==> config.mk <==
export PLATFORM = sky130hd
export DESIGN_NAME = idx_op_decode
export DESIGN_NICKNAME = d
export VERILOG_FILES = /design/src/inc/idx_op_pkg.sv /design/src/core/idx_op_decode.sv
export VERILOG_INCLUDE_DIRS = /design/src /design/src/inc
export SDC_FILE = /design/constraint.sdc
export NUM_CORES = 1
export LEC_CHECK = 0
export ABC_AREA = 0
export BUFFER_PORTS_ARGS = -buffer_cell sky130_fd_sc_hd__buf_4
export CAP_MARGIN = 40
export CORE_ASPECT_RATIO = 1.1
export CORE_MARGIN = 3
export CORE_UTILIZATION = 55
export DETAILED_ROUTE_END_ITERATION = 6
export MAX_ROUTING_LAYER = met4
export PLACE_DENSITY = 0.8
export SLEW_MARGIN = 20
export SYNTH_ARGS = -nofsm -noshare
export SYNTH_HDL_FRONTEND = slang
export SYNTH_SLANG_ARGS = --single-unit
export TNS_END_PERCENT = 20
==> constraint.sdc <==
create_clock -name mclk -period 3.6 [get_ports mclk]
set_clock_uncertainty 0.05 [all_clocks]
set_input_delay 1.08 -clock mclk [delete_from_list [all_inputs] [get_ports mclk]]
set_output_delay 1.08 -clock mclk [all_outputs]
set_load 0.05 [all_outputs]
==> src/inc/idx_op_cfg.svh <==
// Constants for the indexed-offset operation decoder: register map,
// field positions, opcode patterns and reset values.
// Assumes inclusion by bare name from the core; the package does not include it.
`ifndef IDX_OP_CFG_SVH
`define IDX_OP_CFG_SVH

// Register byte offsets on the bus
`define REG_CTRL       8'h00
`define REG_OPCODE     8'h04
`define REG_FRAME_PTR  8'h08
`define REG_BANK_SEL   8'h0C
`define REG_ACCUM      8'h10
`define REG_STATUS     8'h14
`define REG_LAST_ADDR  8'h18

// Reset values
`define CTRL_RST       1'b1
`define ZERO8          8'h00
`define ZERO12         12'h000
`define ZERO16         16'h0000
`define ZERO32         32'h0000_0000

// Status register field positions
`define ST_C           0
`define ST_DC          1
`define ST_Z           2
`define ST_OV          3
`define ST_N           4
`define ST_BUSY        8
`define ST_BAD         9

// Opcode patterns and masks
`define OPM_ADD        16'hFC00
`define OPV_ADD        16'h2400
`define OPM_BSET       16'hF000
`define OPV_BSET       16'h8000
`define OPM_FILL       16'hFE00
`define OPV_FILL       16'h6800
`define OP_DEST_BIT    9
`define OP_ACC_BIT     8
`define OP_BIT_HI      11
`define OP_BIT_LO      9

// Access boundary and fill value
`define ACC_BOUND      8'h5F
`define FILL_BYTE      8'hFF
`define ONE8           8'h01

`endif

==> src/inc/idx_op_pkg.sv <==
// Types shared by the indexed-offset operation decoder.
// Assumes the constants header sits on the include path.
package idx_op_pkg;

  // Execution sequence of one operation
  typedef enum logic [1:0] {
    ST_IDLE = 2'b00,
    ST_DEC  = 2'b01,
    ST_RD   = 2'b10,
    ST_WB   = 2'b11
  } exec_state_t;

  // Request toward the external data memory
  typedef struct packed {
    logic [11:0] addr;
    logic [7:0]  wdata;
    logic        we;
    logic        re;
  } mem_req_t;

  // Arithmetic status flags
  typedef struct packed {
    logic n;
    logic ov;
    logic z;
    logic dc;
    logic c;
  } alu_flags_t;

  // Operation class after decode
  typedef enum logic [1:0] {
    OPC_NONE = 2'b00,
    OPC_ADD  = 2'b01,
    OPC_BSET = 2'b10,
    OPC_FILL = 2'b11
  } op_class_t;

endpackage

==> src/core/idx_op_decode.sv <==
// Decode and execute of indexed add, bit-set and fill operations with an
// APB register front end and a port to an external byte data memory.
// Assumes the memory returns mem_rdata in the cycle its address is held.
`include "idx_op_cfg.svh"
`timescale 1ns/1ps
`default_nettype none

module idx_op_decode
  import idx_op_pkg::*;
#(
  parameter int          DATA_AW         = 12,
  parameter logic [11:0] ACCESS_SFR_BASE = 12'hF00
) (
  input  wire logic        mclk,
  input  wire logic        rstn,
  input  wire logic [7:0]  paddr,
  input  wire logic        psel,
  input  wire logic        penable,
  input  wire logic        pwrite,
  input  wire logic [31:0] pwdata,
  output var  logic [31:0] prdata,
  output var  logic        pready,
  output var  logic        pslverr,
  output var  mem_req_t    mem_req,
  input  wire logic [7:0]  mem_rdata
);

  // Effective address of an operand byte
  function automatic logic [11:0] eff_addr(
    input logic [7:0]  f,
    input logic        acc,
    input logic        ext,
    input logic [11:0] fp,
    input logic [3:0]  bank
  );
    logic [11:0] res;
    res = `ZERO12;
    if (ext && !acc && (f <= `ACC_BOUND)) begin
      res = fp + {4'h0, f};
    end else if (!acc) begin
      if (f <= `ACC_BOUND) begin
        res = {4'h0, f};
      end else begin
        res = ACCESS_SFR_BASE | {4'h0, f};
      end
    end else begin
      res = {bank, f};
    end
    return res;
  endfunction

  // Byte add with all five flags
  function automatic logic [12:0] add_flags(
    input logic [7:0] a,
    input logic [7:0] b
  );
    logic [8:0]  sum;
    logic [4:0]  low;
    alu_flags_t  fl;
    sum = {1'b0, a} + {1'b0, b};
    low = {1'b0, a[3:0]} + {1'b0, b[3:0]};
    fl.c  = sum[8];
    fl.dc = low[4];
    fl.z  = (sum[7:0] == `ZERO8);
    fl.n  = sum[7];
    fl.ov = (a[7] == b[7]) && (sum[7] != a[7]);
    return {fl, sum[7:0]};
  endfunction

  // Registers
  logic             ext_en_r;
  logic [15:0]      opcode_r;
  logic [11:0]      frame_ptr_r;
  logic [3:0]       bank_sel_r;
  logic [7:0]       accum_r;
  alu_flags_t       flags_r;
  logic             bad_r;
  logic [11:0]      last_addr_r;
  exec_state_t      state_r;
  exec_state_t      state_nxt;
  logic [31:0]      prdata_r;
  logic             pslverr_r;
  mem_req_t         mem_req_r;
  logic [7:0]       accum_nxt;
  alu_flags_t       flags_nxt;
  mem_req_t         mem_req_nxt;

  // Bus decode
  wire logic        busy      = (state_r != ST_IDLE);
  wire logic        setup     = psel && !penable;
  wire logic        access    = psel && penable;
  wire logic        hit_ctrl  = (paddr == `REG_CTRL);
  wire logic        hit_op    = (paddr == `REG_OPCODE);
  wire logic        hit_fp    = (paddr == `REG_FRAME_PTR);
  wire logic        hit_bank  = (paddr == `REG_BANK_SEL);
  wire logic        hit_acc   = (paddr == `REG_ACCUM);
  wire logic        hit_stat  = (paddr == `REG_STATUS);
  wire logic        hit_last  = (paddr == `REG_LAST_ADDR);
  wire logic        mapped    = hit_ctrl || hit_op || hit_fp || hit_bank ||
                                hit_acc || hit_stat || hit_last;
  // Writes are refused while an operation runs, so state never tears
  wire logic        wr_refuse = pwrite && (busy || hit_last);
  wire logic        err_now   = !mapped || wr_refuse;
  wire logic        wr_ok     = access && pwrite && !pslverr_r;
  wire logic        launch    = wr_ok && hit_op;

  // Operation fields
  wire logic [7:0]  op_f      = opcode_r[7:0];
  wire logic        op_acc    = opcode_r[`OP_ACC_BIT];
  wire logic        op_dest   = opcode_r[`OP_DEST_BIT];
  wire logic [2:0]  op_bit    = opcode_r[`OP_BIT_HI:`OP_BIT_LO];
  wire logic        is_add    = ((opcode_r & `OPM_ADD) == `OPV_ADD);
  wire logic        is_bset   = ((opcode_r & `OPM_BSET) == `OPV_BSET);
  wire logic        is_fill   = ((opcode_r & `OPM_FILL) == `OPV_FILL);
  wire op_class_t   op_class  = is_add  ? OPC_ADD  :
                                is_bset ? OPC_BSET :
                                is_fill ? OPC_FILL : OPC_NONE;
  // One configuration bit turns on both the extension and indexing
  wire logic        ext_mode  = ext_en_r;
  wire logic [11:0] op_addr   = eff_addr(op_f, op_acc, ext_mode,
                                         frame_ptr_r, bank_sel_r);
  wire logic [12:0] add_res   = add_flags(accum_r, mem_rdata);
  wire logic [7:0]  bit_mask  = `ONE8 << op_bit;

  // Read mux, sampled in the setup cycle
  wire logic [31:0] rd_mux =
    hit_ctrl ? {31'h0000_0000, ext_en_r} :
    hit_op   ? {16'h0000, opcode_r} :
    hit_fp   ? {20'h0_0000, frame_ptr_r} :
    hit_bank ? {28'h000_0000, bank_sel_r} :
    hit_acc  ? {24'h00_0000, accum_r} :
    hit_stat ? {22'h00_0000, bad_r, busy, 3'h0, flags_r} :
    hit_last ? {20'h0_0000, last_addr_r} : `ZERO32;

  // Execution sequence: decode, read operand (skipped by fill), write back
  always_comb begin
    state_nxt   = state_r;
    accum_nxt   = accum_r;
    flags_nxt   = flags_r;
    mem_req_nxt = '0;
    unique case (state_r)
      ST_IDLE: begin
        if (launch) begin
          state_nxt = ST_DEC;
        end
      end
      ST_DEC: begin
        if (op_class == OPC_NONE) begin
          state_nxt = ST_IDLE;
        end else if (op_class == OPC_FILL) begin
          mem_req_nxt.addr  = op_addr;
          mem_req_nxt.wdata = `FILL_BYTE;
          mem_req_nxt.we    = 1'b1;
          state_nxt         = ST_WB;
        end else begin
          mem_req_nxt.addr = op_addr;
          mem_req_nxt.re   = 1'b1;
          state_nxt        = ST_RD;
        end
      end
      ST_RD: begin
        mem_req_nxt.addr = mem_req_r.addr;
        state_nxt        = ST_WB;
        if (op_class == OPC_ADD) begin
          flags_nxt = alu_flags_t'(add_res[12:8]);
          if (op_dest) begin
            mem_req_nxt.wdata = add_res[7:0];
            mem_req_nxt.we    = 1'b1;
          end else begin
            accum_nxt = add_res[7:0];
          end
        end else begin
          mem_req_nxt.wdata = mem_rdata | bit_mask;
          mem_req_nxt.we    = 1'b1;
        end
      end
      ST_WB: begin
        state_nxt = ST_IDLE;
      end
    endcase
  end

  // Sequence and memory request registers
  always_ff @(posedge mclk or negedge rstn) begin
    if (!rstn) begin
      state_r   <= ST_IDLE;
      mem_req_r <= '0;
    end else begin
      state_r   <= state_nxt;
      mem_req_r <= mem_req_nxt;
    end
  end

  // Accumulator and flags; a bus write only lands while idle
  always_ff @(posedge mclk or negedge rstn) begin
    if (!rstn) begin
      accum_r <= `ZERO8;
      flags_r <= '0;
    end else if (wr_ok && hit_acc) begin
      accum_r <= pwdata[7:0];
    end else if (wr_ok && hit_stat) begin
      flags_r <= alu_flags_t'(pwdata[4:0]);
    end else begin
      accum_r <= accum_nxt;
      flags_r <= flags_nxt;
    end
  end

  // Configuration, pointer and bank registers
  always_ff @(posedge mclk or negedge rstn) begin
    if (!rstn) begin
      ext_en_r    <= `CTRL_RST;
      frame_ptr_r <= `ZERO12;
      bank_sel_r  <= 4'h0;
      opcode_r    <= `ZERO16;
    end else begin
      if (wr_ok && hit_ctrl) begin
        ext_en_r <= pwdata[0];
      end
      if (wr_ok && hit_fp) begin
        frame_ptr_r <= pwdata[11:0];
      end
      if (wr_ok && hit_bank) begin
        bank_sel_r <= pwdata[3:0];
      end
      if (launch) begin
        opcode_r <= pwdata[15:0];
      end
    end
  end

  // Unknown opcode flag: the set wins over a software clear
  always_ff @(posedge mclk or negedge rstn) begin
    if (!rstn) begin
      bad_r <= 1'b0;
    end else if (state_r == ST_DEC && op_class == OPC_NONE) begin
      bad_r <= 1'b1;
    end else if (wr_ok && hit_stat && pwdata[`ST_BAD]) begin
      bad_r <= 1'b0;
    end
  end

  // Address of the most recent memory access, for software to inspect
  always_ff @(posedge mclk or negedge rstn) begin
    if (!rstn) begin
      last_addr_r <= `ZERO12;
    end else if (state_r == ST_DEC && op_class != OPC_NONE) begin
      last_addr_r <= op_addr;
    end
  end

  // Read data and error are captured in setup, so access never waits
  always_ff @(posedge mclk or negedge rstn) begin
    if (!rstn) begin
      prdata_r  <= `ZERO32;
      pslverr_r <= 1'b0;
    end else if (setup) begin
      prdata_r  <= pwrite ? `ZERO32 : rd_mux;
      pslverr_r <= err_now;
    end
  end

  assign prdata  = prdata_r;
  assign pready  = 1'b1;
  assign pslverr = access && pslverr_r;
  assign mem_req = mem_req_r;

endmodule // idx_op_decode

`default_nettype wire

==> metrics.yaml <==
outcome:
  outcome: "complete, no violations"
worst_hold_path:
  hold_path.startpoint: "mem_req[13]$_DFFE_PN0N_"
  hold_depth: 2
  hp-class: "flip-flop to flip-flop"
  hold_path_end: "mem_req[13]$_DFFE_PN0N_"
critical_path:
  r2r-end: "mem_req[21]$_DFFE_PN0N_"
  worst_setup_path_end_kind: "flip-flop"
  cp-start-kind: "input pin"
  cp.arrival_ns: 3.10
  rr_worst_depth: 12
  ff2ff_setup_slack_ns: 0.77
  worstPathRequired_ns: 3.79
  reg2reg_from: "opcode_r[10]$_DFFE_PN0P_"
  path_class: "input pin to flip-flop"
  path_max_fanout: 3
synthesis:
  yosysWarnings: 0
  yosysTopAreaCellShare_pct: 42.5
  yosysTopAreaCell: "dfrtp_1"
  seq_area_frac_synth_pct: 43.0
  netlist_instances: 587
  synth_cell_types: 74
  synth-async-reset-ratio_pct: 100
  synth.avg_cell_area_um2: 9.92
  synth-main-ff-cell: "dfrtp_1"
  synth_area_um2: 5820
  synth_edf_count: 0
  synthTopCellsByArea: "dfrtp_1, mux2_2, o21ai_0, ha_1, nand2_1"
  synth-seq-cells: 100
die:
  core_area_um2: 10100
  start_util_pct: 57.8
  dieArea_um2: 11900
  fp.dieW_um: 104
  rows: 38
  die_h_um: 114
  io_pins: 109
grt:
  grt_overflow_total: 0
  grt_max_degree: 53
  grt_antenna_before_repair: 0
  first_global_vias: 4958
  grt_usage_pct: 28.5
  grt_pass1_wl_um: 25700
clocking:
  cts_setup_buffers: 0
  cts-resized-gates: 0
  tritoncts: "done"
  cts_buffers: 9
  htreeDepth: 3
  cts.sinks: 100
  ctsHoldBuffers: 0
  clock_tree.root_cell: "clkbuf_8"
  insertion_delay_ns: 0.38
  cts.clk_slew.worst_paths_ns: 0.09
  cts_buffer_depth: 2
flow_run:
  cap_violations: 0
power:
  switching_share_pct: 25.0
  power_switching_uw: 584
  internal_power_mw: 1.75
  power_frac_comb_pct: 11.2
  leakagePower_nw: 3.25
  ir_drop_mv: 0.272
  seqPwrFrac_pct: 49.1
  pwr-share-clk_pct: 39.7
  power.density_nw_per_um2: 347
placement:
  hpwlAfterDp_um: 12300
  gp_congestion: 0.939
  io_buffers: 75
sta:
  slew_headroom_pct: 53.4
  period_share_pct: 80.8
  tns_ns: 0
  fmax_mhz: 344
  hold_violations: 0
  drv_slew: 0
  finalCriticalPeriod_ns: 2.91
  final-setup-viol-count: 0
  rsz0062_at_grt: "false"
  tightest_slew_ns: 0.699
final_layout:
  final_cell_mix: "dfrtp_1, buf_4, nand2_1"
  finalNetCount: 737
  syn_to_final_growth_pct: 15.5
  final_util_pct: 66.7
  n_antenna_cell: 0
  drive_above_1_share_pct: 23.6
  final_common_cell: "dfrtp_1"
routing:
  drtIter0Drc: 431
  postRouteAntennaNets: 0
  viasPerCell: 6.09
  first_pass_iters: 6
  wire_per_inst_um: 20.0
  vias: 4912
  wl_um: 16100
  drc: 0
==> worst max-delay path: stages <==
cell and delay (ns):
buf_4 0.09, ha_1 0.21, inv_1 0.08, fa_1 0.41
nand2b_1 0.19, a21oi_1 0.26, xor2_1 0.32, and4bb_1 0.26
o211ai_1 0.09, a31oi_1 0.12
==> synthesized netlist by cell type (6+ instances only) <==
cell      number
nor2_1        32
nand3_1        9
a222oi_1       7
and2_1         7
dfrtp_1       99
a21oi_1       23
a221o_1        9
buf_4         19
o21ai_0       53
a31oi_1        6
nand2_1       66
clkbuf_1      13
xnor2_1        7
nand2b_1       8
mux2_2        25
inv_1         24
or3_1          7
nor3_1        15
mux2i_1       10
mux2_4        10
a22oi_1        7
o21a_1         7
ha_1          21
a211oi_1       6
==> stage by stage <==
stage / power (mW) / setup slack [ns] / cells / area, um^2 / hold slack, ns
global route: 2.42 / 0.511 / 806 / 6730 / 0.461
floorplan: 1.34 / 0.698 / 602 / 5880 / 0.392
global placement: 1.42 / 0.419 / 789 / 6460 / 0.417
detailed placement: 1.43 / 0.342 / 790 / 6460 / 0.425
CTS: 2.34 / 0.722 / 806 / 6730 / 0.447
finish: 2.34 / 0.692 / 806 / 6730 / 0.440
==> cells by family (layout without fill, tap and decap cells) <==
logic type | after synthesis | in the layout | synth area share [%]
AO/OA/AOI/OAI | 157 | 157 | 18.2
XOR/XNOR | 10 | 10 | 1.50
adder cells (fa/ha/maj) | 23 | 23 | 5.20
buffers and inverters | 66 | 130 | 6.10
flip-flops | 100 | 100 | 43.0
multiplexers | 46 | 46 | 9.33
other | 2 | 17 | 0.129
AND/OR/NAND/NOR | 183 | 183 | 16.5
==> registers in the layout (all words and copies together) (netlist names), named ones only <==
name	cells
mem_req	22
opcode_r	16
prdata	16
frame_ptr_r	12
last_addr_r	12
accum_r	8
flags_r	5
bank_sel_r	4
bad_r	1
ext_en_r	1
pslverr_r	1
state_r	1
==> how the worst max path moves through the flow <==
stage / to / slack, ns / from / depth (start not counted)
after floorplan: flags_r[2]$_DFFE_PN0P_ / 0.70 / mem_rdata[0] / 8
after global placement: flags_r[2]$_DFFE_PN0P_ / 0.42 / mem_rdata[0] / 10
after detailed placement: flags_r[2]$_DFFE_PN0P_ / 0.34 / mem_rdata[0] / 10
after CTS: flags_r[2]$_DFFE_PN0P_ / 0.72 / mem_rdata[0] / 10
after global routing: mem_req[19]$_DFFE_PN0N_ / 0.51 / opcode_r[10]$_DFFE_PN0P_ / 12
final: flags_r[2]$_DFFE_PN0P_ / 0.69 / mem_rdata[0] / 10
==> metal layers <==
layer | vias to the layer above | wire length [um] | track usage (%) | part of all wire (%)
met5 | - | 0 | - | 0
li1 | 2257 | - | - | -
met3 | 40 | 1250 | 5.94 | 7.8
met2 | 239 | 7890 | 47.3 | 49
met1 | 2376 | 6430 | 33.7 | 40
met4 | 0 | 543 | 12.9 | 3.4
==> power groups by stage <==
| stage | logic [mW] | clock network, mW | registers, mW |
|---|---|---|---|
| 2_1_floorplan | 0.167 | 0 | 1.17 |
| 3_3_place_gp | 0.250 | 0 | 1.17 |
| 3_5_place_dp | 0.259 | 0 | 1.17 |
| 4_1_cts | 0.260 | 0.935 | 1.15 |
| 5_1_grt | 0.286 | 0.980 | 1.15 |
| 6_report | 0.262 | 0.927 | 1.15 |
==> cell type report <==
cell class | instances | area, um^2
sequential | 100 | 2500
fill | 812 | 3350
timing repair buffer | 90 | 676
inverter | 24 | 90.1
clock buffer | 9 | 124
multi-input combinational | 436 | 3020
clock inverter | 7 | 139
tap | 140 | 175
(Power assumes the default switching activity.)
